## src/logic/usb_frame_pkg.sv

```systemverilog
/*
  shared constants and carrier types of the frame number tracker.
  assumes a 250 MHz system clock and a full-speed (12 Mbit/s) link.
*/
`default_nettype none
package usb_frame_pkg;
  // clock and bit rates
  localparam int CLK_KHZ          = 250000;
  localparam int FS_BIT_KHZ       = 12000;
  localparam int FRAME_LIMIT_BITS = 12060;
  localparam logic [8:0] BIT_STEP = 9'(FS_BIT_KHZ / 1000);
  localparam logic [8:0] BIT_WRAP = 9'(CLK_KHZ / 1000);

  // register indices; byte address is four times the index
  localparam logic [31:0] FIFO_ALERT_EVENTS_IDX = 32'h5000_1820;
  localparam logic [31:0] FIFO_ALERT_MASK_IDX   = 32'h5000_1822;
  localparam logic [31:0] FRAME_NUMBER_HIGH_IDX = 32'h5000_1824;
  localparam logic [31:0] FRAME_NUMBER_LOW_IDX  = 32'h5000_1826;

  // field positions
  localparam int RX_ALERT_LSB = 4;
  localparam int TX_ALERT_LSB = 0;
  localparam int MISSED_BIT   = 7;
  localparam int LOCK_BIT     = 6;
  localparam int CLEAR_BIT    = 5;

  // reset values
  localparam logic [2:0]  ALERT_MASK_RST = 3'h0;
  localparam logic        MISSED_RST     = 1'b1;
  localparam logic        LOCK_RST       = 1'b1;
  localparam logic [10:0] FRAME_RST      = 11'h000;

  typedef struct packed {
    logic        valid;
    logic [10:0] frame;
  } sof_t;

  typedef struct packed {
    logic [2:0] rx;
    logic [2:0] tx;
  } alert_vec_t;

  typedef enum logic [1:0] {TRK_LOCKED, TRK_ONE_MISS, TRK_FROZEN} track_state_t;

  // word index match against a printed register index
  function automatic logic reg_hit(input logic [11:0] word_idx, input logic [31:0] idx);
    return word_idx == idx[11:0];
  endfunction
endpackage
`default_nettype wire

```

## src/logic/fs_bit_tick.sv

```systemverilog
/*
  fractional divider: one-cycle enable per full-speed bit period.
  assumes the system clock and a synchronous active-low reset.
*/
`timescale 1ns/1ps
`default_nettype none
module fs_bit_tick
  import usb_frame_pkg::*;
(
  // clock and reset
  input  wire logic i_clk_sys,
  input  wire logic i_resetn,
  // enable out
  output logic      o_tick
);
  logic [8:0] acc_ff;
  logic [8:0] sum;

  assign sum = acc_ff + BIT_STEP;

  always_ff @(posedge i_clk_sys)
  begin
    if (!i_resetn)
    begin
      acc_ff <= 9'h000;
      o_tick <= 1'b0;
    end
    else if (sum >= BIT_WRAP)
    begin
      acc_ff <= sum - BIT_WRAP;
      o_tick <= 1'b1;
    end
    else
    begin
      acc_ff <= sum;
      o_tick <= 1'b0;
    end
  end
endmodule // fs_bit_tick
`default_nettype wire

```

## src/logic/frame_watchdog.sv

```systemverilog
/*
  counts bit enables since the last restart; pulses when the limit is hit.
  assumes restart and tick come from logic on the same clock.
*/
`timescale 1ns/1ps
`default_nettype none
module frame_watchdog
  import usb_frame_pkg::*;
#(
  parameter int LIMIT = FRAME_LIMIT_BITS
) (
  // clock and reset
  input  wire logic i_clk_sys,
  input  wire logic i_resetn,
  // control
  input  wire logic i_tick,
  input  wire logic i_restart,
  // timeout pulse
  output logic      o_expire
);
  logic [15:0] cnt_ff;

  always_ff @(posedge i_clk_sys)
  begin
    if (!i_resetn || i_restart)
    begin
      cnt_ff   <= 16'h0000;
      o_expire <= 1'b0;
    end
    else if (i_tick && cnt_ff == 16'(LIMIT - 1))
    begin
      cnt_ff   <= 16'h0000;
      o_expire <= 1'b1;
    end
    else
    begin
      cnt_ff   <= cnt_ff + 16'(i_tick);
      o_expire <= 1'b0;
    end
  end
endmodule // frame_watchdog
`default_nettype wire

```

## src/logic/usb_frame_number_tracker.sv

```systemverilog
/*
  frame number tracking and supervision of a full-speed device, fifo alert
  mask with warning summary, and an ahb-lite register slave.
  assumes sof and fifo alert strobes come from logic on the same clock.
*/
// The AHB-Lite interface to the registers is this design's own decision.
`timescale 1ns/1ps
`default_nettype none
// Behaviour
// RULE1: masked-in fifo alert event sets the warning summary bit
// RULE2: mask bit at zero keeps its event from the summary
// RULE3: wrong sof frame number or sof timeout sets missed flag
// RULE4: missed and lock-lost flags reset to one, clear on high read
// RULE5: two bad frames or sof timeout set the lock-lost flag
// RULE6: while lock lost, next valid sof loads the frame counter
// RULE7: writing clear bit zeroes frame counter; bit self-clears, reads zero
// RULE8: high field shows the top three frame counter bits
// RULE9: no frame within the bit limit increments frame counter itself; code skips this in TRK_FROZEN, so not after reset or a prior timeout
// RULE10: two successive bad frames freeze counter until next valid sof
// RULE11: low byte read buffers top bits for the next high read
// RULE12: high read without prior low read returns live top bits
// RULE13: software reads low byte first, then high register
// RULE14: rx alert event set at fifo level, cleared on read or flush
// RULE15: tx alert event set at level, cleared by data, flush, done
// RULE16: bit-time supervision restarts on every frame counter change
module usb_frame_number_tracker
  import usb_frame_pkg::*;
#(
  parameter int FRAME_LIMIT = FRAME_LIMIT_BITS
) (
  // clock and reset
  input  wire logic        i_clk_sys,
  input  wire logic        i_resetn,
  // ahb-lite slave
  input  wire logic        i_hsel,
  input  wire logic [31:0] i_haddr,
  input  wire logic [1:0]  i_htrans,
  input  wire logic        i_hwrite,
  input  wire logic [2:0]  i_hsize,
  input  wire logic [31:0] i_hwdata,
  input  wire logic        i_hready,
  output logic             o_hreadyout,
  output logic             o_hresp,
  output logic [31:0]      o_hrdata,
  // start-of-frame from the packet decoder
  input  wire sof_t        i_sof,
  // fifo alert strobes
  input  wire alert_vec_t  i_alert_set,
  input  wire alert_vec_t  i_alert_clr,
  // status out
  output logic             o_main_warn,
  output logic [10:0]      o_frame_counter
);
  logic [10:0]  frame_counter_ff;
  logic [10:0]  nxt_frame_counter;
  logic [10:0]  expected;
  track_state_t state_ff;
  track_state_t nxt_state;
  logic         missed_frame_flag_ff;
  logic         lock_lost_flag_ff;
  logic         set_missed;
  logic         set_lock;
  logic [2:0]   top_buf_ff;
  logic         top_buf_valid_ff;
  alert_vec_t   fifo_alert_events_ff;
  alert_vec_t   fifo_alert_mask_ff;
  logic         main_warn_ff;
  logic         wr_pend_ff;
  logic [11:0]  wr_idx_ff;
  logic [11:0]  addr_idx;
  logic         acc;
  logic         rd_acc;
  logic         rd_high;
  logic         rd_low;
  logic         wr_mask;
  logic         frame_count_clear;
  logic [31:0]  nxt_rdata;
  logic [2:0]   frame_number_top_bits;
  logic         bit_tick;
  logic         expire;
  logic         restart;

  // bus decode
  assign addr_idx    = i_haddr[13:2];
  assign acc         = i_hsel && i_htrans[1] && i_hready;
  assign rd_acc      = acc && !i_hwrite;
  assign rd_high     = rd_acc && reg_hit(addr_idx, FRAME_NUMBER_HIGH_IDX);
  assign rd_low      = rd_acc && reg_hit(addr_idx, FRAME_NUMBER_LOW_IDX);
  assign wr_mask     = wr_pend_ff && reg_hit(wr_idx_ff, FIFO_ALERT_MASK_IDX);
  // RULE7 self-clearing strobe
  assign frame_count_clear = wr_pend_ff && reg_hit(wr_idx_ff, FRAME_NUMBER_HIGH_IDX)
                             && i_hwdata[CLEAR_BIT];
  assign o_hreadyout = 1'b1;
  assign o_hresp     = 1'b0;

  always_ff @(posedge i_clk_sys)
  begin
    if (!i_resetn)
    begin
      wr_pend_ff <= 1'b0;
      wr_idx_ff  <= 12'h000;
    end
    else if (i_hready)
    begin
      wr_pend_ff <= acc && i_hwrite;
      wr_idx_ff  <= addr_idx;
    end
  end

  // RULE12 live top bits unless a low read buffered them
  // RULE11 buffered top bits after a low read
  assign frame_number_top_bits = top_buf_valid_ff ? top_buf_ff : frame_counter_ff[10:8];

  always_comb
  begin
    nxt_rdata = 32'h0000_0000;
    if (reg_hit(addr_idx, FIFO_ALERT_EVENTS_IDX))
    begin
      nxt_rdata[RX_ALERT_LSB +: 3] = fifo_alert_events_ff.rx;
      nxt_rdata[TX_ALERT_LSB +: 3] = fifo_alert_events_ff.tx;
    end
    else if (reg_hit(addr_idx, FIFO_ALERT_MASK_IDX))
    begin
      nxt_rdata[RX_ALERT_LSB +: 3] = fifo_alert_mask_ff.rx;
      nxt_rdata[TX_ALERT_LSB +: 3] = fifo_alert_mask_ff.tx;
    end
    else if (reg_hit(addr_idx, FRAME_NUMBER_HIGH_IDX))
    begin
      nxt_rdata[MISSED_BIT] = missed_frame_flag_ff;
      nxt_rdata[LOCK_BIT]   = lock_lost_flag_ff;
      // RULE8 top three bits
      nxt_rdata[2:0]        = frame_number_top_bits;
    end
    else if (reg_hit(addr_idx, FRAME_NUMBER_LOW_IDX))
    begin
      nxt_rdata[7:0] = frame_counter_ff[7:0];
    end
  end

  always_ff @(posedge i_clk_sys)
  begin
    if (!i_resetn)
      o_hrdata <= 32'h0000_0000;
    else if (rd_acc)
      o_hrdata <= nxt_rdata;
  end

  // RULE11 capture on low read, drop on high read
  always_ff @(posedge i_clk_sys)
  begin
    if (!i_resetn)
    begin
      top_buf_ff       <= 3'h0;
      top_buf_valid_ff <= 1'b0;
    end
    else if (rd_low)
    begin
      top_buf_ff       <= frame_counter_ff[10:8];
      top_buf_valid_ff <= 1'b1;
    end
    else if (rd_high)
      top_buf_valid_ff <= 1'b0;
  end

  // fifo alert mask and events
  always_ff @(posedge i_clk_sys)
  begin
    if (!i_resetn)
    begin
      fifo_alert_mask_ff.rx <= ALERT_MASK_RST;
      fifo_alert_mask_ff.tx <= ALERT_MASK_RST;
    end
    else if (wr_mask)
    begin
      fifo_alert_mask_ff.rx <= i_hwdata[RX_ALERT_LSB +: 3];
      fifo_alert_mask_ff.tx <= i_hwdata[TX_ALERT_LSB +: 3];
    end
  end

  always_ff @(posedge i_clk_sys)
  begin
    if (!i_resetn)
      fifo_alert_events_ff <= '0;
    else
      // RULE14 rx events, set wins
      // RULE15 tx events, set wins
      fifo_alert_events_ff <= (fifo_alert_events_ff & ~i_alert_clr) | i_alert_set;
  end

  always_ff @(posedge i_clk_sys)
  begin
    if (!i_resetn)
      main_warn_ff <= 1'b0;
    else
      // RULE1 RULE2 masked summary
      main_warn_ff <= |(fifo_alert_events_ff & fifo_alert_mask_ff);
  end
  assign o_main_warn = main_warn_ff;

  // bit-time supervision
  fs_bit_tick u_bit_tick (
    .i_clk_sys (i_clk_sys),
    .i_resetn  (i_resetn),
    .o_tick    (bit_tick)
  );

  // RULE16 restart on any counter update
  assign restart = frame_count_clear || i_sof.valid || (nxt_frame_counter != frame_counter_ff);

  frame_watchdog #(
    .LIMIT (FRAME_LIMIT)
  ) u_watchdog (
    .i_clk_sys (i_clk_sys),
    .i_resetn  (i_resetn),
    .i_tick    (bit_tick),
    .i_restart (restart),
    .o_expire  (expire)
  );

  // frame tracking
  assign expected = frame_counter_ff + 11'h001;

  always_comb
  begin
    nxt_frame_counter = frame_counter_ff;
    nxt_state         = state_ff;
    set_missed        = 1'b0;
    set_lock          = 1'b0;
    if (frame_count_clear)
      // RULE7 zero the counter
      nxt_frame_counter = 11'h000;
    else if (i_sof.valid)
    begin
      if (lock_lost_flag_ff || i_sof.frame == expected)
      begin
        // RULE6 direct load while unlocked
        nxt_frame_counter = i_sof.frame;
        nxt_state         = TRK_LOCKED;
      end
      else
      begin
        // RULE3 wrong frame number
        set_missed = 1'b1;
        case (state_ff)
          TRK_LOCKED:
          begin
            nxt_frame_counter = expected;
            nxt_state         = TRK_ONE_MISS;
          end
          TRK_ONE_MISS:
          begin
            // RULE5 RULE10 second bad frame, freeze
            set_lock  = 1'b1;
            nxt_state = TRK_FROZEN;
          end
          TRK_FROZEN:
          begin
            // RULE10 reload from the next valid sof
            nxt_frame_counter = i_sof.frame;
            nxt_state         = TRK_LOCKED;
            set_missed        = 1'b0;
          end
          default:
            nxt_state = TRK_FROZEN;
        endcase
      end
    end
    else if (expire)
    begin
      // RULE3 RULE5 timeout
      set_missed = 1'b1;
      set_lock   = 1'b1;
      nxt_state  = TRK_FROZEN;
      // RULE9 artificial increment
      if (state_ff != TRK_FROZEN)
        nxt_frame_counter = expected;
    end
  end

  always_ff @(posedge i_clk_sys)
  begin
    if (!i_resetn)
    begin
      frame_counter_ff <= FRAME_RST;
      state_ff         <= TRK_FROZEN;
    end
    else
    begin
      frame_counter_ff <= nxt_frame_counter;
      state_ff         <= nxt_state;
    end
  end
  assign o_frame_counter = frame_counter_ff;

  // RULE4 hardware set wins over read clear
  always_ff @(posedge i_clk_sys)
  begin
    if (!i_resetn)
    begin
      missed_frame_flag_ff <= MISSED_RST;
      lock_lost_flag_ff    <= LOCK_RST;
    end
    else
    begin
      missed_frame_flag_ff <= set_missed || (missed_frame_flag_ff && !rd_high);
      lock_lost_flag_ff    <= set_lock || (lock_lost_flag_ff && !rd_high);
    end
  end
endmodule // usb_frame_number_tracker
`default_nettype wire

```

## config.mk

```make
export PLATFORM = sky130hd
export DESIGN_NAME = usb_frame_number_tracker
export DESIGN_NICKNAME = d
export VERILOG_FILES = /design/src/logic/usb_frame_pkg.sv /design/src/logic/fs_bit_tick.sv /design/src/logic/frame_watchdog.sv /design/src/logic/usb_frame_number_tracker.sv
export SDC_FILE = /design/constraint.sdc
export NUM_CORES = 1
export LEC_CHECK = 0
export ABC_AREA = 1
export BUFFER_PORTS_ARGS = -buffer_cell sky130_fd_sc_hd__buf_2
export CAP_MARGIN = 20
export CORE_MARGIN = 4
export CORE_UTILIZATION = 33
export DETAILED_ROUTE_END_ITERATION = 8
export HOLD_SLACK_MARGIN = 0.03
export PLACE_DENSITY_LB_ADDON = 0.05
export SLEW_MARGIN = 20
export SYNTH_ARGS = -nofsm -noshare
export SYNTH_HDL_FRONTEND = slang
export SYNTH_SLANG_ARGS = --single-unit
```

## constraint.sdc

```tcl
create_clock -name i_clk_sys -period 2.2 [get_ports i_clk_sys]
set_input_delay 0.22 -clock i_clk_sys [delete_from_list [all_inputs] [get_ports i_clk_sys]]
set_output_delay 0.22 -clock i_clk_sys [all_outputs]
set_load 0.005 [all_outputs]
```

* Word level (Yosys, flattened, before mapping)
Index checks and enable logic that the tools add are counted.
Word-level totals: bits of input ports 98, output and inout bits 46, word-level logic and storage cells 104, ROM bits 0, memory bits (writable) 0, latch bits 0, register bits after elaboration 80, memories 0
Cells by class: multiplexer cells 37, div/mod/pow operators 0, multiply operators 0, $lt $le $gt $ge 1, equal/unequal tests 12, bitwise logic cells 5, add/subtract/negate cells 4, shifts and indexed selects 0, reduce and logical (&&, ||, !) cells 27
Operator list (count):
- equality test 12 bit (second input constant) | 6
- two-way mux 11 bit | 5
- case mux 11 bit (2 select lines) | 1
- two-way mux 3 bit | 7
- two-way mux 1 bit | 17
- adder 16 x 1 -> 16 bit | 1
- equality test 16 x 14 -> 1 bit (second input constant) | 1
- bitwise AND 6 bit | 2
- logical AND 1 bit | 12
- adder 11 x 1 -> 11 bit (second input constant) | 1
- equality test 11 bit | 1
- inequality test 11 bit | 1
- adder 9 x 4 -> 9 bit (second input constant) | 1
- greater-or-equal comparator 9 x 8 -> 1 bit (second input constant) | 1
- two-way mux 9 bit | 1
- subtractor 9 x 8 -> 9 bit (second input constant) | 1
- two-way mux 2 bit | 4
- two-way mux 8 bit | 1
- logical OR 1 bit | 6
- NOT 6 bit | 1
- bitwise OR 6 bit | 1
- OR reduction 6 bit | 1
- case mux 2 bit (2 select lines) | 1
- nonzero test 2 bit | 2
- 8 further kinds | 10

* Depth between registers and ports, before layout
Gate-level depths: netlist of the first run.
depth after elaboration 10, depth in mapped cells 23, depth with buffers taken out 22

* Hierarchy
From an unflattened synthesis of the first run, not the netlist that was laid out.
Second synthesis, totals: cell total of the unflattened synthesis 769, area total of the unflattened synthesis 5049.8 µm²
By module, submodules not included:
- usb_frame_number_tracker | sequential area each 1061.0 µm², times used 1, area each 3489.6 µm², cells each 537
- frame_watchdog | sequential area each 340.3 µm², times used 1, area each 903.4 µm², cells each 132
- fs_bit_tick | sequential area each 180.2 µm², times used 1, area each 656.9 µm², cells each 100

* Least setup slack after synthesis of the first run
No wires, ideal clock.
path type reg2reg, start point register frame_counter_ff[1], in the netlist o_frame_counter[1], end point register u_watchdog.cnt_ff[14], library setup time 61 ps, setup slack -230 ps, data arrival time 2369 ps, data required time 2139 ps, period minus slack after synthesis 2430 ps, stages on the path, launching flop included 21, path buffers 1, cells stage by stage dfxtp_1 -> ha_1 -> nand2_2 -> nor2_1 -> nand3_1 -> nand3_1 -> nand2_1 -> nor2_2 -> nand2_1 -> nor2_2 -> nand2_2 -> nand3_1 -> nand3_1 -> nand2_1 -> nand2_1 -> nand2_1 -> nand2_1 -> nor2_2 -> nand3_4 -> buf_12 -> nor2_4
On the way: longest elaborated chain between the ends 10, elaborated cells between the ends (all ways) 13, classes of those cells add/sub: 1; eq/ne: 2; mux: 6; reduce/logical: 4
Ends and longest elaborated chain:
- start, declared | line usb_frame_number_tracker.sv:54 | logic [10:0] frame_counter_ff;
- start signal, assigned | line usb_frame_number_tracker.sv:289 | frame_counter_ff <= nxt_frame_counter;
- adder 11 x 1 -> 11 bit | line usb_frame_number_tracker.sv:221 | assign expected = frame_counter_ff + 11'h001;
- equality test 11 bit | line usb_frame_number_tracker.sv:234 | if (lock_lost_flag_ff || i_sof.frame == expected)
- logical OR 1 bit | line usb_frame_number_tracker.sv:234
- two-way mux 11 bit | line usb_frame_number_tracker.sv:234
- two-way mux 11 bit | line usb_frame_number_tracker.sv:232 | else if (i_sof.valid)
- two-way mux 11 bit | line usb_frame_number_tracker.sv:229 | if (frame_count_clear)
- inequality test 11 bit (*) | line usb_frame_number_tracker.sv:208 | assign restart = frame_count_clear || i_sof.valid || (nxt_frame_counter != frame_counter_ff);
- logical OR 1 bit (*) | line usb_frame_number_tracker.sv:208
- logical OR 1 bit (*) | line frame_watchdog.sv:25 | if (!i_resetn || i_restart)
- OR reduction 2 bit (no line) (*)
- end signal, assigned | line frame_watchdog.sv:37 | cnt_ff <= cnt_ff + 16'(i_tick);
- end, declared | line frame_watchdog.sv:21 | logic [15:0] cnt_ff;
Mark *: on every way between the ends. The rest lies on a longest branch, timed or not. A chain may end at the register's enable or synchronous reset.

* Worst setup path in the final report of the first run
start point register frame_counter_ff[1], in the netlist o_frame_counter[1], end point register u_watchdog.cnt_ff[12]
The elaborated chain is that of the path after synthesis.

==> flow_metrics.env, run 1 <==
export IMPL_die_area_mm2=0.01670
export IMPL_timing_final_ws_setup_ns=-0.4003
export IMPL_netlist_area_mm2=0.004851
export IMPL_synth_most_common_cell="nand2_1"
export IMPL_num_antenna_cells=0
export IMPL_antenna_found_initial=0
export IMPL_drive_gt1_frac=0.3007
export IMPL_post_dp_cell_area_mm2=0.005889
export IMPL_drt_wl_total_um=14490
export IMPL_viasPerCell=4.821
export IMPL_grt_pass1_vias=4702
export IMPL_synth_top_cell_area_share=0.3260
export IMPL_area_growth_pct=33.76
export IMPL_clock_sinks=79
export IMPL_tns_ns=-7.649
export IMPL_cts_buffers=9
export IMPL_place_inst=1024
export IMPL_rows=44
export IMPL_cts_tree="built"
export IMPL_synth_mux_area_frac=0
export IMPL_synthArstFlopShare=0
export IMPL_hold_class="in2reg"
export IMPL_clk_pin_slew_ns=0.06
export IMPL_fmaxAchievable_ghz=0.3846
export IMPL_synth_cell_type_count=44
export IMPL_grtUsageTotal=0.1761
export IMPL_crit_chain="ha_4 > nand2_8 > nor2_4 > buf_6 > nand2_2 > nand2_2 > nand3_2 > nand2_1 > inv_1 > nand3_2 > o21ai_4 > buf_6 > buf_6 > a21oi_2 > o21ai_2 > nand3_1 > nand2_1 > nor2_4 > nand3_4 > buf_12 > nor2_4"
export IMPL_report_final_setup_viol=24
export IMPL_synth_xor_area_share=0.03611
export IMPL_hold_viol=0
export IMPL_synth_fa_ha_area_frac=0.02063
export IMPL_synth_compound_area_frac=0.1664
export IMPL_dp_hpwl_um=10870
export IMPL_gp_congestion=0.8840
export IMPL_cellLeakagePower_nw=2.861
export IMPL_highest_signal_layer="met4"
export IMPL_path_delay_family="simple AND/OR/NAND/NOR gates"
export IMPL_finalCritPeriodShare=1.182
export IMPL_cp_num_buf_inv=5
export IMPL_drc=0
export IMPL_ant_nets=0
export IMPL_vias=5072
export IMPL_crit_arrival_ns=2.88
export IMPL_synth_area_top_cells="dfxtp_1, nand2_1, inv_1, nor2_1, o21ai_0"
export IMPL_wl_met1_um=6703
export IMPL_fin_nets=969
export IMPL_grt_overflow=0
export IMPL_core_area_mm2=0.01448
export IMPL_finalInstanceArea_mm2=0.006489
export IMPL_critPathLaunchType="register"
export IMPL_finalCriticalPeriod_ns=2.600
export IMPL_dr_wl_met2_um=6633
export IMPL_start_util=0.3350
export IMPL_n_fill_cell=1504
export IMPL_maxCapViolations=0
export IMPL_first_pass_iters=5
export IMPL_violations="negative setup slack"
export IMPL_synth_ff_type="dfxtp_1"
export IMPL_final_instance_count_excl_fill=1052
export IMPL_endpoint_kind="register"
export IMPL_ys_seq_elements=79
export IMPL_ios=144
export IMPL_die_y_um=129.2
export IMPL_irDropWorstVdd_mv=0.3850
export IMPL_cts_hold_buf=0
export IMPL_dr_first_iter_drc_count=274
export IMPL_outcome="finished with violations"
export IMPL_power_density_mw_per_mm2=563.3
export IMPL_finalClockSkew_ns=0.004711
export IMPL_rsz0062_at_grt="true"
export IMPL_crit_required_ns=2.48
export IMPL_synth_top_cell_by_area="dfxtp_1"
export IMPL_grt_max_degree=32
export IMPL_post_route_util=0.4482
export IMPL_ys_warn_count=0
export IMPL_root_buffer="clkbuf_16"
export IMPL_synth_yosys_seq_area_share=0.3260
export IMPL_cp_max_fo=16
export IMPL_slowest_stage="dfxtp_4"
export IMPL_insertion_delay_ns=0.35
export IMPL_synth_common_cells="nand2_1, inv_1, nor2_1"
export IMPL_critPathKind="reg2reg"
export IMPL_synth_edf_count=0
export IMPL_syn_avg_cell_area_um2=6.813
export IMPL_synth_simple_area_share=0.3160
export IMPL_cts_htree_levels=3
export IMPL_power_w=0.003655
export IMPL_cts_buffer_depth=2
export IMPL_post_drt_wl_per_cell_um=13.77
export IMPL_grt_pass1_wl_um=23350
export IMPL_critPathMaxStageDelay_ns=0.39
export IMPL_synth_top_family_by_area="simple AND/OR/NAND/NOR gates"
export IMPL_syn_inst=712
export IMPL_io_buffers=67
export IMPL_die_w_um=129.2
export IMPL_met3_length_um=898
export IMPL_drv_slew=0
## worst register-to-register path, cell delays in order (launching register included)
cell,delay (ns)
dfxtp_4,0.39
ha_4,0.17
nand2_8,0.07
nor2_4,0.20
buf_6,0.13
nand2_2,0.06
nand2_2,0.09
nand3_2,0.07
nand2_1,0.07
inv_1,0.04
nand3_2,0.10
o21ai_4,0.07
buf_6,0.14
buf_6,0.13
a21oi_2,0.12
o21ai_2,0.07
nand3_1,0.07
nand2_1,0.08
nor2_4,0.12
nand3_4,0.08
buf_12,0.17
nor2_4,0.09
## registers in the layout (all words and copies together), names as in the netlist
signal and flops:
missed_frame_flag_ff 1, o_main_warn 1, top_buf_valid_ff 1, fifo_alert_events_ff 6, u_bit_tick.acc_ff 8, u_watchdog.o_expire 1, o_hrdata 8, u_watchdog.cnt_ff 16
o_frame_counter 11, wr_pend_ff 1, lock_lost_flag_ff 1, state_ff 2, u_bit_tick.o_tick 1, top_buf_ff 3, fifo_alert_mask_ff 6, wr_idx_ff 12
## worst paths after layout
kind                                    startpoint                       to  slack (ns)  cells past startpoint
worst max-delay path            o_frame_counter[1]    u_watchdog.cnt_ff[12]       -0.40                     21
worst max register to register  o_frame_counter[1]    u_watchdog.cnt_ff[12]       -0.40                     21
worst min register to register         o_hrdata[0]              o_hrdata[0]        0.46                      2
worst min-delay path                i_alert_set[4]  fifo_alert_events_ff[4]        0.08                      3
## through the flow
stage	hold slack [ns]	worst slack, ns
final	0.07880	-0.4003
after CTS	0.06867	-0.3531
after global routing	0.08746	-0.5805
after floorplan	0.3374	-0.06929
after global placement	0.4222	-0.3075
after detailed placement	0.4346	-0.3746
## layout make-up
type,instances,area [um^2],area share
multi-input combinational,519,2918,0.4497
timing repair buffer,159,1089,0.1678
clock buffer,12,266.5,0.04107
sequential,79,1597,0.2460
clock inverter,4,28.78,0.004435
inverter,95,360.3,0.05553
tap,184,230.2,0.03548
## timing repair
item | CTS | global route
endpoints found under the setup margin | 24 | 36
buffers inserted | 0 | 13
resized for setup | 2 | 65
pin swaps | 2 | 23
hold endpoints to repair | 0 | 0
## layer usage
| layer | vias up | global-route usage |
|---|---|---|
| li1 | 2597 | - |
| met1 | 2312 | 0.2381 |
| met2 | 147 | 0.2811 |
| met3 | 16 | 0.03009 |
| met4 | 0 | 0.06733 |
| met5 | - | 0 |
## layout by cell type (no fill, tap or decap), drive strengths merged, types with 7 or more instances in the layout
cell / count
nand2: 126
clkbuf: 12
buf: 159
xor2: 16
nor2: 103
conb: 26
nand4: 7
ha: 8
dfxtp: 79
o221ai: 9
a21oi: 53
inv: 91
nor3: 14
nand3: 60
o21ai: 62
## power breakdown
part / internal (W) / switching [W] / total (W)
clock: 0.000857 / 0.000628 / 0.00148
combinational: 0.000277 / 0.000367 / 0.000644
sequential: 0.00148 / 0.0000425 / 0.00153
## logic make-up (layout without fill, tap and decap cells)
family                     count (synthesis)  in the layout
xor gates and xnor gates                  20             20
DFF                                       79             79
and+or+nand+nor                          322            322
AOI/OAI and AO/OA                        143            143
adders and majority gates                  8              8
buffers and inverters                    138            270
other                                      2             26
Note: power is estimated with default switching activity, not from simulation.
==> run 2: changes to the inputs <==
--- a/config.mk
+++ b/config.mk
@@ -16,4 +16,5 @@
 export SLEW_MARGIN = 20
 export SYNTH_ARGS = -nofsm -noshare
 export SYNTH_HDL_FRONTEND = slang
+export SYNTH_HIERARCHICAL = 1
 export SYNTH_SLANG_ARGS = --single-unit
==> flow_metrics.env, run 2 <==
export IMPL_synth_top_cell_area_share=0.3132
export IMPL_hold_viol=0
export IMPL_crit_required_ns=2.48
export IMPL_gp_congestion=0.8598
export IMPL_drt_wl_total_um=15480
export IMPL_synth_most_common_cell="nand2_1"
export IMPL_hold_class="in2reg"
export IMPL_first_pass_iters=4
export IMPL_worstMarginPinSlew_ns=0.6558
export IMPL_path_delay_family="simple AND/OR/NAND/NOR gates"
export IMPL_crit_arrival_ns=3.01
export IMPL_fin_hold_ws_ns=0.08151
export IMPL_tns_ns=-8.975
export IMPL_endpoint_kind="register"
export IMPL_synth_cell_type_count=44
export IMPL_fmaxAchievable_ghz=0.3666
export IMPL_finalCritPeriodShare=1.240
export IMPL_report_final_setup_viol=26
export IMPL_viasPerCell=4.815
export IMPL_ys_seq_elements=79
export IMPL_maxCapViolations=0
export IMPL_synth_area_top_cells="dfxtp_1, nand2_1, nor2_1, inv_1, a21oi_1"
export IMPL_syn_inst=769
export IMPL_largest_reg_flops=16
export IMPL_grt_max_degree=36
export IMPL_finalClockSkew_ns=0.004951
export IMPL_top_register="u_watchdog/cnt_ff"
export IMPL_outcome="finished with violations"
export IMPL_grtUsageTotal=0.1754
export IMPL_irDropWorstVdd_mv=0.3484
export IMPL_power_density_mw_per_mm2=541.3
export IMPL_drv_slew=0
export IMPL_crit_chain="ha_4 > nand2_4 > nor2_8 > nand4_1 > nand2_2 > nand2_2 > nand2_2 > nor2_4 > nand3_4 > nand2_8 > nand2_4 > nand3_4 > nand2_4 > nand2_4 > nand2_2 > nand2_2 > nor2_4 > nand3_4 > nor2_4 > nand2_4 > nor2_1"
export IMPL_synthArstFlopShare=0
export IMPL_ant_nets=0
export IMPL_io_buffers=67
export IMPL_die_w_um=131.7
export IMPL_drive_gt1_frac=0.2813
export IMPL_core_area_mm2=0.01475
export IMPL_cellLeakagePower_nw=2.936
export IMPL_multi_input_area_mm2=0.003107
export IMPL_cts_tree="built"
export IMPL_root_buffer="clkbuf_16"
export IMPL_setup_worst_path_start="o_frame_counter[0]"
export IMPL_post_drt_wl_per_cell_um=14.15
export IMPL_vias=5268
export IMPL_cts_buffers=9
export IMPL_clock_sinks=79
export IMPL_grt_pass1_wl_um=24520
export IMPL_num_antenna_cells=0
export IMPL_cp_max_fo=8
export IMPL_insertion_delay_ns=0.34
export IMPL_hp_start="i_alert_set[0]"
export IMPL_ys_warn_count=6
export IMPL_timing_final_ws_setup_ns=-0.5276
export IMPL_slowest_stage="dfxtp_4"
export IMPL_ios=144
export IMPL_violations="negative setup slack"
export IMPL_fin_nets=1012
export IMPL_most_common_layout_cells="nand2_1, nor2_1, inv_1"
export IMPL_netlist_area_mm2=0.005050
export IMPL_n_fill_cell=1562
export IMPL_critPathKind="reg2reg"
export IMPL_finalCriticalPeriod_ns=2.728
export IMPL_critPathLaunchType="register"
export IMPL_dr_first_iter_drc_count=304
export IMPL_grt_pass1_vias=4911
export IMPL_rows=44
export IMPL_place_inst=1067
export IMPL_synth_yosys_seq_area_share=0.3132
export IMPL_synth_common_cells="nand2_1, nor2_1, inv_1"
export IMPL_cp_num_buf_inv=0
export IMPL_max_slew_margin=0.5601
export IMPL_syn_avg_cell_area_um2=6.567
export IMPL_cts_hold_buf=0
export IMPL_cts_htree_levels=3
export IMPL_synth_edf_count=0
export IMPL_critPathMaxStageDelay_ns=0.38
export IMPL_grt_overflow=0
export IMPL_drc=0
export IMPL_start_util=0.3423
export IMPL_synth_ff_type="dfxtp_1"
export IMPL_clk_pin_slew_ns=0.06
export IMPL_rsz0062_at_grt="true"
export IMPL_final_common_cell="nand2_1"
export IMPL_final_instance_count_excl_fill=1094
export IMPL_ff_latch_area_mm2=0.001594
export IMPL_synth_top_cell_by_area="dfxtp_1"
export IMPL_area_growth_pct=30.01
export IMPL_die_area_mm2=0.01735
export IMPL_dp_hpwl_um=11730
export IMPL_antenna_found_initial=0
export IMPL_die_y_um=131.7
export IMPL_r2r_start="o_frame_counter[0]"
export IMPL_cts_buffer_depth=2
[run 2: cell types whose count changed after synthesis, moves of 5 or more]
cell and delta:
nand3_1 -5, nand4_1 +7, xor2_1 -9, nand2_2 +13
o21ai_0 -10, o21ai_1 +6, nor3_1 -12, nand2_1 +17
nor2_4 -10, inv_1 +12, nor2_1 +35, nand3_2 +7
[run 2: tightest hold or removal path: stages]
cell and delay, ns:
buf_2 0.07, a21oi_1 0.03, nor2_1 0.06
[run 2: worst paths after layout]
check                            end  slack [ns]  cells past startpoint
max            u_watchdog/cnt_ff[13]       -0.53                     21
min          fifo_alert_events_ff[0]        0.08                      3
max reg2reg    u_watchdog/cnt_ff[13]       -0.53                     21
min reg2reg               wr_pend_ff        0.47                      2
[run 2: kinds of logic (layout without fill, tap and decap cells)]
| group | Yosys count | in the layout | synth area share |
|---|---|---|---|
| fa+ha+maj | 8 | 8 | 0.01982 |
| compound gates | 142 | 142 | 0.1596 |
| buf+inv | 153 | 269 | 0.1390 |
| other cells | 2 | 26 | 0.001487 |
| flops | 79 | 79 | 0.3132 |
| simple gates | 374 | 375 | 0.3479 |
| xor+xnor | 11 | 11 | 0.01908 |
[run 2: metal layers]
metal / track usage / part of all wire / routed length (um)
met5: 0 / 0 / 0
met2: 0.2931 / 0.47 / 7279
met1: 0.2274 / 0.47 / 7303
met3: 0.03937 / 0.043 / 671
met4: 0.05076 / 0.014 / 222
[run 2: report_power, final]
| part | internal [W] | switching [W] |
|---|---|---|
| Combinational | 0.000279 | 0.000371 |
| Clock | 0.000760 | 0.000607 |
| Sequential | 0.00148 | 0.0000526 |
| Total | 0.00252 | 0.00103 |
[run 2: final cells by class]
| type | instances | share of cell area |
|---|---|---|
| Inverter | 109 | 0.06232 |
| Tap cell | 184 | 0.03507 |
| Multi-Input combinational cell | 562 | 0.4732 |
| Clock buffer | 12 | 0.03602 |
| Timing Repair Buffer | 145 | 0.1473 |
| Sequential cell | 79 | 0.2428 |
| Clock inverter | 3 | 0.003240 |
[run 2: per-stage QoR]
step	instance area, um^2	util	setup slack [ns]	power (W)
2_1_floorplan	5182	-	-0.1536	0.001920
3_3_place_gp	5971	0.4047	-0.4284	0.002162
3_5_place_dp	5971	0.4047	-0.5338	0.002163
4_1_cts	6346	0.4301	-0.4826	0.003565
5_1_grt	6565	0.4450	-0.7294	0.003733
6_report	6565	0.4450	-0.5276	0.003554
[run 2: what timing repair did]
action,in CTS,in global routing
resized for setup,21,45
gates cloned,1,0
setup endpoints to repair,22,30
pin swaps,9,23
setup buffers,6,7
endpoints found under the hold margin,0,0
==> run 3: changes to the inputs <==
--- a/config.mk
+++ b/config.mk
@@ -13,6 +13,8 @@
 export DETAILED_ROUTE_END_ITERATION = 8
 export HOLD_SLACK_MARGIN = 0.03
 export PLACE_DENSITY_LB_ADDON = 0.05
+export REMOVE_ABC_BUFFERS = 1
+export SETUP_SLACK_MARGIN = 0.05
 export SLEW_MARGIN = 20
 export SYNTH_ARGS = -nofsm -noshare
 export SYNTH_HDL_FRONTEND = slang
==> flow_metrics.env, run 3 (synthesis results as in run 2) <==
export IMPL_outcome="finished with violations"
export IMPL_violations="negative setup slack"
export IMPL_drv_slew=0
export IMPL_regToRegSetupSlack_ns=-0.46
export IMPL_finalCriticalPeriod_ns=2.655
export IMPL_cp_num_buf_inv=3
export IMPL_finalCritPeriodShare=1.207
export IMPL_endpoint_kind="register"
export IMPL_root_buffer="clkbuf_16"
export IMPL_gp_congestion=0.8906
export IMPL_setup_worst_path_start="o_frame_counter[0]"
export IMPL_tns_ns=-7.763
export IMPL_drc=0
export IMPL_power_density_mw_per_mm2=577.4
export IMPL_rr_worst_depth=20
export IMPL_vias=5326
export IMPL_grt_pass1_wl_um=25340
export IMPL_rows=44
export IMPL_dr_first_iter_drc_count=274
export IMPL_start_util=0.3423
export IMPL_whs_endpoint="fifo_alert_events_ff[1]"
export IMPL_cp_max_fo=8
export IMPL_grt_overflow=0
export IMPL_critPathKind="reg2reg"
export IMPL_io_buffers=67
export IMPL_wl_met1_um=7521
export IMPL_highest_signal_layer="met4"
export IMPL_insertion_delay_ns=0.35
export IMPL_grt_max_degree=31
export IMPL_ios=144
export IMPL_maxCapViolations=0
export IMPL_place_inst=1071
export IMPL_ant_nets=0
export IMPL_hold_viol=0
export IMPL_dr_wl_met2_um=7334
export IMPL_cellLeakagePower_nw=3.046
export IMPL_cts_tree="built"
export IMPL_area_growth_pct=34.04
export IMPL_most_common_layout_cells="nand2_1, nor2_1, inv_1"
export IMPL_drive_gt1_frac=0.3087
export IMPL_largest_reg_flops=16
export IMPL_met3_length_um=656
export IMPL_final_instance_count_excl_fill=1105
export IMPL_grtUsageTotal=0.1797
export IMPL_clock_sinks=79
export IMPL_irDropWorstVdd_mv=0.3336
export IMPL_final_common_cell="nand2_1"
export IMPL_antenna_found_initial=1
export IMPL_cts_buffers=9
export IMPL_rsz0062_at_grt="true"
export IMPL_first_pass_iters=5
export IMPL_fin_nets=1021
export IMPL_cts_hold_buf=0
export IMPL_drt_wl_total_um=15930
export IMPL_hold_path_cell_count=3
export IMPL_post_route_util=0.4588
export IMPL_fmaxAchievable_ghz=0.3766
export IMPL_die_y_um=131.7
export IMPL_crit_arrival_ns=2.94
export IMPL_critPathLaunchType="register"
export IMPL_r2r_start="o_frame_counter[0]"
export IMPL_hold_class="in2reg"
export IMPL_post_drt_wl_per_cell_um=14.41
export IMPL_cts_buffer_depth=2
export IMPL_clk_pin_slew_ns=0.07
export IMPL_hp_start="i_alert_set[1]"
export IMPL_die_w_um=131.7
export IMPL_die_area_mm2=0.01735
export IMPL_path_delay_family="simple AND/OR/NAND/NOR gates"
export IMPL_top_register="u_watchdog/cnt_ff"
export IMPL_core_area_mm2=0.01475
export IMPL_report_final_setup_viol=23
export IMPL_timing_final_ws_setup_ns=-0.4552
export IMPL_cp_common_cell="nor2_2"
export IMPL_critPathMaxStageDelay_ns=0.36
export IMPL_crit_required_ns=2.48
export IMPL_dp_hpwl_um=12050
export IMPL_dp_slack_ns=-0.5416
export IMPL_viasPerCell=4.820
export IMPL_power_w=0.003908
export IMPL_reg2reg_to="u_watchdog/cnt_ff[9]"
export IMPL_cts_htree_levels=3
export IMPL_slowest_stage="dfxtp_4"
export IMPL_crit_chain="ha_4 > nand2_4 > buf_4 > nand2_2 > inv_2 > nand2_1 > a21oi_2 > nand3_1 > nor2_2 > nand3_4 > buf_6 > nand3_1 > nand3_2 > nand4_1 > nand2_1 > nor2_2 > nand3_4 > nor2_4 > nand2_4 > nor2_2"
export IMPL_grt_pass1_vias=5174
export IMPL_finalClockSkew_ns=0.009274
-- run 3: repair_timing --
action / 4_1_cts / 5_1_grt
resized for setup: 48 / 49
cloned: 2 / 0
setup buffers: 15 / 5
pin swaps: 18 / 37
setup endpoints to repair: 27 / 32
-- run 3: final cells by class --
class / instances / area [um^2]
flip-flops and latches: 79 / 1598
diodes: 1 / 2.502
clock buffers: 10 / 239.0
inverters: 109 / 409.1
repair buffers: 154 / 1047
clock inverters: 6 / 97.59
multi-input cells: 562 / 3146
well taps: 184 / 230.2
fillers: 1560 / 7985
-- run 3: metrics by stage --
stage	instance area (um^2)	hold WS, ns
floorplan	4847	0.2890
global placement	5958	0.4249
detailed placement	5958	0.4335
CTS	6595	0.06389
global route	6766	0.07623
finish	6769	0.07353
-- run 3: tightest hold or removal path: stages --
cell and delay (ns):
buf_2 0.07, a21oi_1 0.03, nor2_1 0.06
-- run 3: worst max-delay path by stage --
stage	end	depth (start not counted)
6_report	u_watchdog/cnt_ff[9]	20
5_1_grt	u_watchdog/cnt_ff[10]	20
4_1_cts	u_watchdog/cnt_ff[2]	20
3_5_place_dp	u_watchdog/cnt_ff[15]	21
3_3_place_gp	u_watchdog/cnt_ff[15]	21
2_1_floorplan	u_watchdog/cnt_ff[15]	21
-- run 3: where the power goes --
part | switching, W | internal, W | leakage (nW) | total [W]
Clock | 0.000660 | 0.00104 | 0.166 | 0.00170
Combinational | 0.000379 | 0.000292 | 2.23 | 0.000671
Sequential | 0.0000521 | 0.00148 | 0.649 | 0.00153
-- run 3: metal layers --
| layer | track usage | vias to the layer above |
|---|---|---|
| li1 | - | 2732 |
| met1 | 0.2365 | 2464 |
| met2 | 0.2854 | 107 |
| met3 | 0.03631 | 23 |
| met4 | 0.07993 | 0 |
| met5 | 0 | - |
